**src/verilog/paecr_pkg.sv**
```systemverilog
// Constants for the auto-negotiation expansion and vendor configuration registers
`default_nettype none
package paecr_pkg;
	// AXI4-Lite geometry
	localparam int ADDR_W = 8;
	localparam int DATA_W = 32;
	localparam logic [1:0] RESP_OKAY = 2'h0;
	localparam logic [1:0] RESP_SLVERR = 2'h2;
	// Register indices; byte address is four times the index
	localparam logic [5:0] AN_EXP_IDX = 6'h06;
	localparam logic [5:0] VEND_CFG_IDX = 6'h10;
	// Expansion register fields
	localparam int AE_PDF_BIT = 4;
	localparam int AE_LPNP_BIT = 3;
	localparam int AE_LNP_BIT = 2;
	localparam int AE_PAGE_BIT = 1;
	localparam int AE_LPAN_BIT = 0;
	localparam int AE_RSV_LSB = 5;
	// Vendor configuration fields
	localparam int VC_BP_CODE_BIT = 15;
	localparam int VC_BYPASS_SCRAMBLING_BIT = 14;
	localparam int VC_BYPASS_SYMBOL_ALIGNMENT_BIT = 13;
	localparam int VC_FORCE_SD_BIT = 12;
	localparam int VC_RSV11_BIT = 11;
	localparam int VC_TX100_BIT = 10;
	localparam int VC_RSV9_BIT = 9;
	localparam int VC_RSV8_BIT = 8;
	localparam int VC_FLINK_BIT = 7;
	localparam int VC_RSV6_BIT = 6;
	localparam int VC_RSV5_BIT = 5;
	localparam int VC_APR_BIT = 4;
	localparam int VC_PHY_STATE_MACHINE_RESET_BIT = 3;
	localparam int VC_PRE_BIT = 2;
	localparam int VC_SLEEP_BIT = 1;
	localparam int VC_LOOP_BIT = 0;
	// Reset value: 100BASE-TX, auto power reduce and preamble suppression on
	localparam logic [15:0] VC_RESET = 16'h0414;
	// Bits stored by the config flop; bit 9 is read-only, bit 3 lives apart
	localparam logic [15:0] VC_WR_MASK = 16'hFDF7;
	// State-machine reset pulse length
	localparam int CLK_PERIOD_NS = 10;
	localparam int PHY_STATE_MACHINE_RESET_TIME_NS = 160;
	localparam int PHY_STATE_MACHINE_RESET_CYCLES = (PHY_STATE_MACHINE_RESET_TIME_NS + CLK_PERIOD_NS - 1) / CLK_PERIOD_NS;
	localparam int SMCNT_W = 5;
endpackage
`default_nettype wire

```
**src/verilog/paecr_regs.sv**
```systemverilog
// Expansion status and vendor configuration registers behind an AXI4-Lite slave
//
// The implementer's own choice: the AXI4-Lite slave port.
`timescale 1ns/1ns
`default_nettype none
////////////////////////////////////////////////////////////////////////////////
module paecr_regs
	import paecr_pkg::*;
(
	input wire logic mclk,
	input wire logic rst,
	input wire logic [ADDR_W-1:0] s_axi_awaddr,
	input wire logic s_axi_awvalid,
	output logic s_axi_awready,
	input wire logic [DATA_W-1:0] s_axi_wdata,
	input wire logic [DATA_W/8-1:0] s_axi_wstrb,
	input wire logic s_axi_wvalid,
	output logic s_axi_wready,
	output logic [1:0] s_axi_bresp,
	output logic s_axi_bvalid,
	input wire logic s_axi_bready,
	input wire logic [ADDR_W-1:0] s_axi_araddr,
	input wire logic s_axi_arvalid,
	output logic s_axi_arready,
	output logic [DATA_W-1:0] s_axi_rdata,
	output logic [1:0] s_axi_rresp,
	output logic s_axi_rvalid,
	input wire logic s_axi_rready,
	input wire logic parallelDetectFault,
	input wire logic partnerNextPageCapable,
	input wire logic partnerAutonegCapable,
	input wire logic pageReceived,
	output logic bypassBlockCoding,
	output logic bypassScrambling,
	output logic bypassSymbolAlignment,
	output logic forceSignalDetect,
	output logic tx100Mode,
	output logic forceLink100,
	output logic autoPowerReduceEnable,
	output logic phyStateMachineReset,
	output logic mgmtPreambleSuppress,
	output logic sleepMode,
	output logic remoteLoopOut
);

	function automatic logic isReg(input logic [ADDR_W-1:0] addr, input logic [5:0] idx);
		isReg = (addr == {idx, 2'b00});
	endfunction

	logic awReadyFf;
	logic awHeldFf;
	logic [ADDR_W-1:0] awAddrFf;
	logic wReadyFf;
	logic wHeldFf;
	logic [15:0] wDataFf;
	logic [1:0] wStrbFf;
	logic bValidFf;
	logic [1:0] bRespFf;
	logic arReadyFf;
	logic rValidFf;
	logic [DATA_W-1:0] rDataFf;
	logic [1:0] rRespFf;
	logic pdfFf;
	logic pageRxFf;
	logic [15:0] cfgFf;
	logic [15:0] nxt_cfgFf;
	logic [15:0] wrMask;
	logic smRstFf;
	logic [SMCNT_W-1:0] smCntFf;
	logic wrDo;
	logic wrCfg;
	logic rdFire;
	logic rdExp;
	logic smStart;
	logic smDone;
	logic [15:0] expView;
	logic [15:0] cfgView;

	////////////////////////////////////////////////////////////////////////////
	// Write channel: address and data taken in either order
	assign wrDo = awHeldFf && wHeldFf && !bValidFf;
	assign wrCfg = wrDo && isReg(awAddrFf, VEND_CFG_IDX);

	always_ff @(posedge mclk)
	begin
		if (rst)
		begin
			awReadyFf <= 1'b0;
			awHeldFf <= 1'b0;
			awAddrFf <= '0;
		end
		else if (s_axi_awvalid && awReadyFf)
		begin
			awReadyFf <= 1'b0;
			awHeldFf <= 1'b1;
			awAddrFf <= s_axi_awaddr;
		end
		else if (wrDo)
			awHeldFf <= 1'b0;
		else if (!awHeldFf && !bValidFf)
			awReadyFf <= 1'b1;
	end

	always_ff @(posedge mclk)
	begin
		if (rst)
		begin
			wReadyFf <= 1'b0;
			wHeldFf <= 1'b0;
			wDataFf <= 16'h0000;
			wStrbFf <= 2'h0;
		end
		else if (s_axi_wvalid && wReadyFf)
		begin
			wReadyFf <= 1'b0;
			wHeldFf <= 1'b1;
			wDataFf <= s_axi_wdata[15:0];
			wStrbFf <= s_axi_wstrb[1:0];
		end
		else if (wrDo)
			wHeldFf <= 1'b0;
		else if (!wHeldFf && !bValidFf)
			wReadyFf <= 1'b1;
	end

	// Writes to the read-only expansion register are accepted and dropped
	always_ff @(posedge mclk)
	begin
		if (rst)
		begin
			bValidFf <= 1'b0;
			bRespFf <= RESP_OKAY;
		end
		else if (wrDo)
		begin
			bValidFf <= 1'b1;
			bRespFf <= (isReg(awAddrFf, VEND_CFG_IDX) || isReg(awAddrFf, AN_EXP_IDX))
				? RESP_OKAY : RESP_SLVERR;
		end
		else if (s_axi_bready)
			bValidFf <= 1'b0;
	end

	////////////////////////////////////////////////////////////////////////////
	// Read channel
	assign rdFire = s_axi_arvalid && arReadyFf;
	assign rdExp = rdFire && isReg(s_axi_araddr, AN_EXP_IDX);

	always_comb
	begin
		expView = 16'h0000;
		expView[AE_PDF_BIT] = pdfFf;
		expView[AE_LPNP_BIT] = partnerNextPageCapable;
		expView[AE_LNP_BIT] = 1'b0;
		expView[AE_PAGE_BIT] = pageRxFf;
		expView[AE_LPAN_BIT] = partnerAutonegCapable;
		cfgView = cfgFf;
		cfgView[VC_PHY_STATE_MACHINE_RESET_BIT] = smRstFf;
	end

	always_ff @(posedge mclk)
	begin
		if (rst)
		begin
			arReadyFf <= 1'b0;
			rValidFf <= 1'b0;
			rDataFf <= 32'h0000_0000;
			rRespFf <= RESP_OKAY;
		end
		else if (rdFire)
		begin
			arReadyFf <= 1'b0;
			rValidFf <= 1'b1;
			rRespFf <= RESP_OKAY;
			if (isReg(s_axi_araddr, AN_EXP_IDX))
				rDataFf <= {16'h0000, expView};
			else if (isReg(s_axi_araddr, VEND_CFG_IDX))
				rDataFf <= {16'h0000, cfgView};
			else
			begin
				rDataFf <= 32'h0000_0000;
				rRespFf <= RESP_SLVERR;
			end
		end
		else if (rValidFf && s_axi_rready)
			rValidFf <= 1'b0;
		else if (!rValidFf)
			arReadyFf <= 1'b1;
	end

	////////////////////////////////////////////////////////////////////////////
	// Latched status; a new event in the clearing read cycle wins
	always_ff @(posedge mclk)
	begin
		if (rst)
			pdfFf <= 1'b0;
		else
			pdfFf <= parallelDetectFault || (pdfFf && !rdExp);
	end

	always_ff @(posedge mclk)
	begin
		if (rst)
			pageRxFf <= 1'b0;
		else
			pageRxFf <= pageReceived || (pageRxFf && !rdExp);
	end

	////////////////////////////////////////////////////////////////////////////
	// Vendor configuration; reserved writable bits are stored as written
	always_comb
	begin
		wrMask = {{8{wStrbFf[1]}}, {8{wStrbFf[0]}}} & VC_WR_MASK;
		nxt_cfgFf = (cfgFf & ~wrMask) | (wDataFf & wrMask);
	end

	// Sleep keeps every other bit, so waking restores the old setup
	always_ff @(posedge mclk)
	begin
		if (rst)
			cfgFf <= VC_RESET;
		else if (wrCfg)
			cfgFf <= nxt_cfgFf;
	end

	assign smStart = wrCfg && ((wStrbFf[0] && wDataFf[VC_PHY_STATE_MACHINE_RESET_BIT])
		|| (cfgFf[VC_SLEEP_BIT] && !nxt_cfgFf[VC_SLEEP_BIT]));
	assign smDone = smRstFf && (smCntFf == SMCNT_W'(PHY_STATE_MACHINE_RESET_CYCLES - 1));

	// Restart while a reset runs extends it to a full length
	always_ff @(posedge mclk)
	begin
		if (rst)
			smRstFf <= 1'b0;
		else if (smStart)
			smRstFf <= 1'b1;
		else if (smDone)
			smRstFf <= 1'b0;
	end

	always_ff @(posedge mclk)
	begin
		if (rst || smStart || !smRstFf)
			smCntFf <= '0;
		else
			smCntFf <= smCntFf + SMCNT_W'(1);
	end

	////////////////////////////////////////////////////////////////////////////
	// Outputs, all straight from flops
	assign s_axi_awready = awReadyFf;
	assign s_axi_wready = wReadyFf;
	assign s_axi_bvalid = bValidFf;
	assign s_axi_bresp = bRespFf;
	assign s_axi_arready = arReadyFf;
	assign s_axi_rvalid = rValidFf;
	assign s_axi_rdata = rDataFf;
	assign s_axi_rresp = rRespFf;
	assign bypassBlockCoding = cfgFf[VC_BP_CODE_BIT];
	assign bypassScrambling = cfgFf[VC_BYPASS_SCRAMBLING_BIT];
	assign bypassSymbolAlignment = cfgFf[VC_BYPASS_SYMBOL_ALIGNMENT_BIT];
	assign forceSignalDetect = cfgFf[VC_FORCE_SD_BIT];
	assign tx100Mode = cfgFf[VC_TX100_BIT];
	assign forceLink100 = cfgFf[VC_FLINK_BIT];
	assign autoPowerReduceEnable = cfgFf[VC_APR_BIT];
	assign phyStateMachineReset = smRstFf;
	assign mgmtPreambleSuppress = cfgFf[VC_PRE_BIT];
	assign sleepMode = cfgFf[VC_SLEEP_BIT];
	assign remoteLoopOut = cfgFf[VC_LOOP_BIT];

	////////////////////////////////////////////////////////////////////////////
	// Checks
	localparam int SM_MAX = 17;
	logic rdWasExp;

	always_ff @(posedge mclk)
	begin
		if (rst)
			rdWasExp <= 1'b0;
		else if (rdFire)
			rdWasExp <= isReg(s_axi_araddr, AN_EXP_IDX);
	end
endmodule // paecr_regs
`default_nettype wire

```
**config.mk**
```make
export PLATFORM = sky130hd
export DESIGN_NAME = paecr_regs
export DESIGN_NICKNAME = d
export VERILOG_FILES = /design/src/verilog/paecr_pkg.sv /design/src/verilog/paecr_regs.sv
export SDC_FILE = /design/constraint.sdc
export NUM_CORES = 1
export LEC_CHECK = 0
export ABC_AREA = 1
export BUFFER_PORTS_ARGS = -buffer_cell sky130_fd_sc_hd__buf_2
export CAP_MARGIN = 20
export CORE_MARGIN = 2
export CORE_UTILIZATION = 50
export CTS_BUF_LIST = sky130_fd_sc_hd__clkbuf_8
export DETAILED_ROUTE_END_ITERATION = 6
export PLACE_DENSITY = 0.85
export SYNTH_ARGS = -nofsm -noshare
export SYNTH_HDL_FRONTEND = slang
export SYNTH_SLANG_ARGS = --single-unit
export TNS_END_PERCENT = 50
```
**constraint.sdc**
```tcl
create_clock -name mclk -period 1.5 [get_ports mclk]
set_input_delay 0.3 -clock mclk [delete_from_list [all_inputs] [get_ports mclk]]
set_output_delay 0.3 -clock mclk [all_outputs]
set_load 0.01 [all_outputs]
```
==> impl_metrics.ini, run 1 <==
[timing]
min_period_over_period_pct = 87.2
hold_viol = 0
rsz0062_at_grt = no
max_freq_mhz = 764
setup-tns-final_ns = 0
setup_slack_ns = 0.191
maxSlewViolCount = 0
setup_violations = 0
final.min_clock_period_ns = 1.31
fin_skew_ns = 0.00562

[placed_design]
detailed_place_hpwl_um = 4490
place_ws_ns = 0.110
dp_cells = 537
io_buffer_count = 76
gp_congestion = 0.832

[synth]
synth-compound-area-share_pct = 9.88
synth-xor-area-share_pct = 0.597
synth_fa_ha_area_share_pct = 0.852
yosys.cell_types.count = 28
synth_warnings = 0
yosys.area.top_type_share_pct = 48.4
ys_seq_area_share_pct = 48.4
synth_mux_area_share_pct = 0
synth_top_area_cell = dfxtp_1
synth_top_family_by_area = simple AND/OR/NAND/NOR gates
synth.top_cells.by_area = dfxtp_1, nor2_1, nand2_1
synth_seq_cells = 71
synthFlopType = dfxtp_1
yosys.area_share.simple_pct = 28.1
syn_area_um2 = 2940
synth_cells = 396
synth_edf_count = 0
async_flop_share_pct = 0
syn_area_per_cell_um2 = 7.42

[clocking]
cts_buffers = 9
holdBufCountCts = 0
cts_max_path_buffers = 2
cts_sinks = 71
cts_max_level = 3
cts-root-buf = clkbuf_8
cts_setup_buffers = 0
clk_latency_ns = 0.33
cts_tree = built
ctsResizeCount = 0
path_clk_slew_ns = 0.07

[floorplanning]
num_rows = 27
fp.dieW_um = 80.6
dieHeight_um = 80.6
die_area_um2 = 6500
start_util_pct = 52.7
io_pins = 115
design.core.area_um2 = 5570

[min_path]
min_to = pageRxFf$_SDFF_PP0_
hold_path.class = in2reg
hp-start = pageReceived
whs_path_depth = 3

[finish]
final_cell_mix = nor2_1, buf_2, dfxtp_1
layout_commonest_cell = nor2_1
diodes = 0
drive_gt1_share_pct = 22.2
fin_cells = 550
final_net_count = 541
area_growth_pct = 18.4
post-route-util_pct = 62.4

[setup_path]
rrSetupSlack_ns = 0.19
cp-end-kind = flip-flop
crit_type = reg2reg
worst_ep_arrival_time_ns = 1.54
cp-start-kind = flip-flop
r2r_cells = 6
r2r-start = awAddrFf[0]$_SDFFE_PP0P_
crit_fanout = 10
crit_required_ns = 1.73

[grt]
grt_max_degree = 26
grt_usage_pct = 19.7
grt_pass1_wl_um = 9780
first_global_vias = 2339
gr-total-overflow = 0
antenna_found_initial = 0

[route]
firstDrtPassIters = 4
vias = 2646
ant_nets = 0
drt_wl_total_um = 6020
wl_per_cell_um = 11.0
via_per_inst = 4.81
drt_iter0_markers = 156
drc = 0

[run_status]
status = completed

[power]
total_power_mw = 3.55
peakVddDrop_uv = 691
power_density_nw_per_um2 = 1020
p_leak_nw = 1.70

[flow_run]
maxCapViolations = 0
## worst max-delay path, stage by stage, from the launching register on
cell and delay [ns]:
dfxtp_1 0.31, nor2_1 0.18, nand2_1 0.12, nor2_4 0.19, nand3_2 0.22, nor2_1 0.15
nor2_1 0.05
## cell families (layout without fill, tap and decap cells)
logic type,after synthesis,count (layout)
AND/OR/NAND/NOR,193,193
flip-flops,71,71
buffers and inverters,70,134
AO/OA/AOI/OAI,57,57
adder cells (fa/ha/maj),2,2
XOR/XNOR,2,2
other,1,19
## where the power goes
group / switching, mW / total, mW / internal [mW] / leakage [nW]
Sequential: 0.0434 / 2.00 / 1.96 / 0.579
Combinational: 0.206 / 0.333 / 0.127 / 1.04
Clock: 0.615 / 1.22 / 0.605 / 0.0850
## layout make-up
| type | instances | area (µm²) |
|---|---|---|
| Fill cell | 527 | 2100 |
| Sequential cell | 71 | 1420 |
| Multi-Input combinational cell | 273 | 1230 |
| Timing Repair Buffer | 85 | 448 |
| Clock buffer | 10 | 138 |
| Inverter | 36 | 135 |
| Tap cell | 72 | 90.1 |
| Clock inverter | 3 | 13.8 |
## worst max-delay path by stage
stage / from / endpoint / slack, ns / cells past startpoint
2_1_floorplan: s_axi_bvalid$_SDFFE_PP0P_ / flip-flop / 0.34 / 7
3_3_place_gp: s_axi_araddr[6] / pdfFf$_SDFF_PP0_ / 0.19 / 6
3_5_place_dp: s_axi_araddr[6] / pageRxFf$_SDFF_PP0_ / 0.11 / 6
4_1_cts: awAddrFf[0]$_SDFFE_PP0P_ / flip-flop / 0.16 / 6
5_1_grt: awAddrFf[0]$_SDFFE_PP0P_ / flip-flop / 0.01 / 7
6_report: awAddrFf[0]$_SDFFE_PP0P_ / flip-flop / 0.19 / 6
## synth_stat cells (3+ instances only)
cell / instances
nor2_1: 84
dfxtp_1: 71
nand2_1: 65
inv_1: 33
o21ai_0: 30
nand3_1: 27
a21oi_1: 25
buf_4: 21
clkbuf_1: 8
nand4_1: 7
buf_2: 3
nor2_2: 3
## per-layer routing
metal / vias up / share of wire [%] / GRT usage [%]
met4: 0 / 2.1 / 8.47
li1: 1376 / - / -
met2: 86 / 47 / 33.3
met1: 1174 / 44 / 23.0
met5: - / 0 / 0
met3: 10 / 6.8 / 5.84
## through the flow
stage / hold slack (ns) / area (µm²)
2_1_floorplan: 0.378 / 3000
3_3_place_gp: 0.429 / 3320
3_5_place_dp: 0.443 / 3320
4_1_cts: 0.170 / 3480
5_1_grt: 0.181 / 3480
6_report: 0.184 / 3480
No activity file was read; power rests on OpenSTA's default activity.
==> run 2, diff against run 1 <==
CORE_ASPECT_RATIO = 0.8   (was unset)
CORE_UTILIZATION = 49   (was 50)
PLACE_DENSITY = 0.83   (was 0.85)
==> run 2 against run 1 <==
- sequential power about the same
- via count fell by 0.15%
- combinational power about the same
- sequential share of layout area shrank 0.68 points
- cell count up 2.4%
- power rose by 4.1%
- clock skew increased by 0.0014 ns
==> impl_metrics.ini, run 2 (synthesis results as in run 1) <==
[timing]
final.min_clock_period_ns = 1.33
setup-tns-final_ns = 0
rsz0062_at_grt = no
fin_skew_ns = 0.00705
maxSlewViolCount = 0
min_period_over_period_pct = 88.6
hold_viol = 0
worst_hold_slack_ns = 0.166
setup_violations = 0
max_freq_mhz = 753
setup_slack_ns = 0.171

[setup_path]
worst_ep_arrival_time_ns = 1.56
cp-start-kind = flip-flop
cp-end-kind = flip-flop
crit_fanout = 5
crit_type = reg2reg
crit_required_ns = 1.73

[grt]
grt_usage_pct = 20.0
first_global_vias = 2422
grt_pass1_wl_um = 10600
gr-total-overflow = 0
grt_max_degree = 23
antenna_found_initial = 0

[clocking]
cts_tree = built
cts_buffers = 9
cts_max_path_buffers = 2
holdBufCountCts = 0
cts-root-buf = clkbuf_8
path_clk_slew_ns = 0.07
cts_sinks = 71
cts_setup_buffers = 0
cts_max_level = 3
clk_latency_ns = 0.34
ctsResizeCount = 0

[floorplanning]
num_rows = 25
start_util_pct = 50.2
die_area_um2 = 6630
fp.dieW_um = 90.6
design.core.area_um2 = 5850
dieHeight_um = 73.2
io_pins = 115

[placed_design]
place_ws_ns = 0.168
gp_congestion = 0.751
io_buffer_count = 76
detailed_place_hpwl_um = 4640
dp_cells = 547
place_area_um2 = 3340

[finish]
final_cell_mix = nor2_1, buf_2, dfxtp_1
design_area_um2 = 3530
fin_cells = 563
final_net_count = 542
layout_commonest_cell = nor2_1
area_growth_pct = 20.4
diodes = 0
drive_gt1_share_pct = 23.0

[run_status]
status = completed

[route]
via_per_inst = 4.69
wl_per_cell_um = 11.1
firstDrtPassIters = 4
drt_iter0_markers = 97
ant_nets = 0
vias = 2642
drc = 0
drt_wl_total_um = 6270

[min_path]
hold_path.class = in2reg

[power]
peakVddDrop_uv = 448
power_density_nw_per_um2 = 1050
p_leak_nw = 1.71

[flow_run]
maxCapViolations = 0
-- run 2: cell count changes in the layout (fill, tap and decap cells not counted), sizes merged --
cell,change
inv,-1
clkbuf,+1
buf,+1
clkinvlp,+3
-- run 2: worst paths after layout --
kind / startpoint / endpoint / slack (ns) / cells after the start
setup / recovery: awAddrFf[7]$_SDFFE_PP0P_ / smCntFf[0]$_SDFF_PP0_ / 0.17 / 6
hold / removal: pageReceived / pageRxFf$_SDFF_PP0_ / 0.17 / 3
setup reg to reg: awAddrFf[7]$_SDFFE_PP0P_ / smCntFf[0]$_SDFF_PP0_ / 0.17 / 6
hold reg to reg: smCntFf[0]$_SDFF_PP0_ / smCntFf[0]$_SDFF_PP0_ / 0.45 / 1
-- run 2: layout make-up --
cell class	count	area, µm²
clock buffers	11	151
flip-flops and latches	71	1420
well taps	81	101
inverters	36	135
multi-input cells	273	1240
fillers	536	2310
repair buffers	86	455
clock inverters	5	32.5
-- run 2: worst max-delay path: stages, from the launching register on --
cell and delay [ns]:
dfxtp_1 0.32, inv_1 0.08, nand2_1 0.08, nor2_2 0.28, nand4_1 0.20, nand3_1 0.20, nor2_1 0.06
-- run 2: through the flow --
stage	total power [mW]	utilization [%]
CTS	3.72	60.3
floorplan	2.28	-
global placement	2.36	57.2
finish	3.70	60.4
detailed placement	2.37	57.2
global route	3.87	60.4
-- run 2: layer usage --
| layer | up-vias | part of all wire (%) | global-route usage (%) |
|---|---|---|---|
| met5 | - | 0 | 0 |
| li1 | 1378 | - | - |
| met3 | 11 | 6.0 | 6.71 |
| met4 | 0 | 1.8 | 9.91 |
| met1 | 1181 | 47 | 23.9 |
| met2 | 72 | 46 | 32.7 |
-- run 2: report_power, final --
group / internal [mW] / switching, mW / total, mW
clock network: 0.683 / 0.682 / 1.36
registers: 1.96 / 0.0453 / 2.00
logic: 0.129 / 0.205 / 0.334
total: 2.77 / 0.932 / 3.70
==> run 3, diff against run 2 <==
CORE_UTILIZATION = 40   (was 49)
PLACE_DENSITY = 0.71   (was 0.83)
==> run 3 against run 2 <==
- clock power shrank 3%
- via count shrank 0.98%
- worst hold slack gained 0.0034 ns
- register-to-register slack gained 0.03 ns
- critical path type unchanged
- wire length shrank 0.14%
- sequential share of layout area grew 0.27 points
==> impl_metrics.ini, run 3 (synthesis results as in run 1) <==
[timing]
hold_viol = 0
min_period_over_period_pct = 86.7
max_freq_mhz = 769
maxSlewViolCount = 0
setup-tns-final_ns = 0
setup_violations = 0
final.min_clock_period_ns = 1.30
fin_skew_ns = 0.00784
rsz0062_at_grt = no
worst_hold_slack_ns = 0.170

[floorplanning]
dieHeight_um = 80.6
start_util_pct = 42.0
fp.dieW_um = 99.8
num_rows = 27
design.core.area_um2 = 6990
die_area_um2 = 8050
io_pins = 115

[setup_path]
endpoint = s_axi_rdata[13]$_SDFFE_PP0P_
rrSetupSlack_ns = 0.20
r2r_end = s_axi_rdata[13]$_SDFFE_PP0P_
cp-start-kind = flip-flop
r2r-start = s_axi_arready$_SDFFE_PP0P_
r2r_cells = 5
crit_required_ns = 1.77
crit_fanout = 16
worst_ep_arrival_time_ns = 1.57
crit_type = reg2reg
cp-end-kind = flip-flop
cp-startpoint = s_axi_arready$_SDFFE_PP0P_

[placed_design]
io_buffer_count = 76
detailed_place_hpwl_um = 4610
gp_congestion = 0.778

[clocking]
cts-root-buf = clkbuf_8
holdBufCountCts = 0
cts_tree = built
cts_max_path_buffers = 2
cts_setup_buffers = 0
ctsResizeCount = 0
clk_latency_ns = 0.34
cts_buffers = 9
cts_max_level = 3
cts_sinks = 71
path_clk_slew_ns = 0.07

[grt]
gr-total-overflow = 0
grt_pass1_wl_um = 10200
first_global_vias = 2283
grt_usage_pct = 16.2
antenna_found_initial = 0
grt_max_degree = 23

[power]
power_density_nw_per_um2 = 1040
peakVddDrop_uv = 438
p_leak_nw = 1.70

[min_path]
whs_path_depth = 3
hold_path.class = in2reg

[finish]
drive_gt1_share_pct = 22.5
layout.filler_cells = 705
final_net_count = 540
final_cell_mix = nor2_1, buf_2, dfxtp_1
area_growth_pct = 19.6
layout_commonest_cell = nor2_1
diodes = 0

[route]
vias = 2616
wl_per_cell_um = 11.0
ant_nets = 0
via_per_inst = 4.61
drt_wl_total_um = 6260
drc = 0
drt_iter0_markers = 86
firstDrtPassIters = 4

[flow_run]
maxCapViolations = 0

[run_status]
status = completed
[run 3: final cells by class]
class	count	area (µm²)	share of cell area, %
Tap cell	87	109	3.10
Multi-Input combinational cell	273	1230	35.0
Clock buffer	10	138	3.92
Clock inverter	6	37.5	1.07
Timing Repair Buffer	84	440	12.5
Sequential cell	71	1420	40.5
Inverter	36	135	3.85
[run 3: how the worst min path moves through the flow]
stage | from | endpoint | slack (ns)
2_1_floorplan | rst | s_axi_arready$_SDFFE_PP0P_ | 0.38
3_3_place_gp | smCntFf[0]$_SDFF_PP0_ | smCntFf[0]$_SDFF_PP0_ | 0.43
3_5_place_dp | smCntFf[0]$_SDFF_PP0_ | smCntFf[0]$_SDFF_PP0_ | 0.45
4_1_cts | pageReceived | pageRxFf$_SDFF_PP0_ | 0.16
5_1_grt | parallelDetectFault | pdfFf$_SDFF_PP0_ | 0.16
6_report | pageReceived | pageRxFf$_SDFF_PP0_ | 0.17
[run 3: critical path, cell delays in order (launching register included)]
cell and delay, ns:
dfxtp_1 0.35, nand2_1 0.07, inv_1 0.36, buf_4 0.23
nand3_1 0.08, a21oi_1 0.14
[run 3: report_power, final]
group | switching [mW] | leakage (nW) | internal, mW
Clock | 0.688 | 0.0895 | 0.635
Sequential | 0.0432 | 0.579 | 1.96
Combinational | 0.205 | 1.03 | 0.125
[run 3: stage by stage]
| stage | utilization (%) | instances | setup slack, ns | power [mW] | instance area (µm²) |
|---|---|---|---|---|---|
| finish | 50.2 | 567 | 0.199 | 3.65 | 3510 |
| detailed placement | 47.7 | 551 | 0.155 | 2.37 | 3340 |
| CTS | 50.2 | 567 | 0.197 | 3.69 | 3510 |
| floorplan | - | 414 | 0.340 | 2.28 | 3000 |
| global placement | 47.7 | 551 | 0.184 | 2.36 | 3340 |
| global route | 50.2 | 567 | 0.0290 | 3.84 | 3510 |
[run 3: per-layer routing]
metal | vias to the layer above | track usage [%] | share of wire (%)
met5 | - | 0 | 0
met4 | 0 | 5.75 | 0.78
met3 | 4 | 5.66 | 6.9
met2 | 85 | 24.9 | 43
met1 | 1155 | 21.0 | 49
li1 | 1372 | - | -
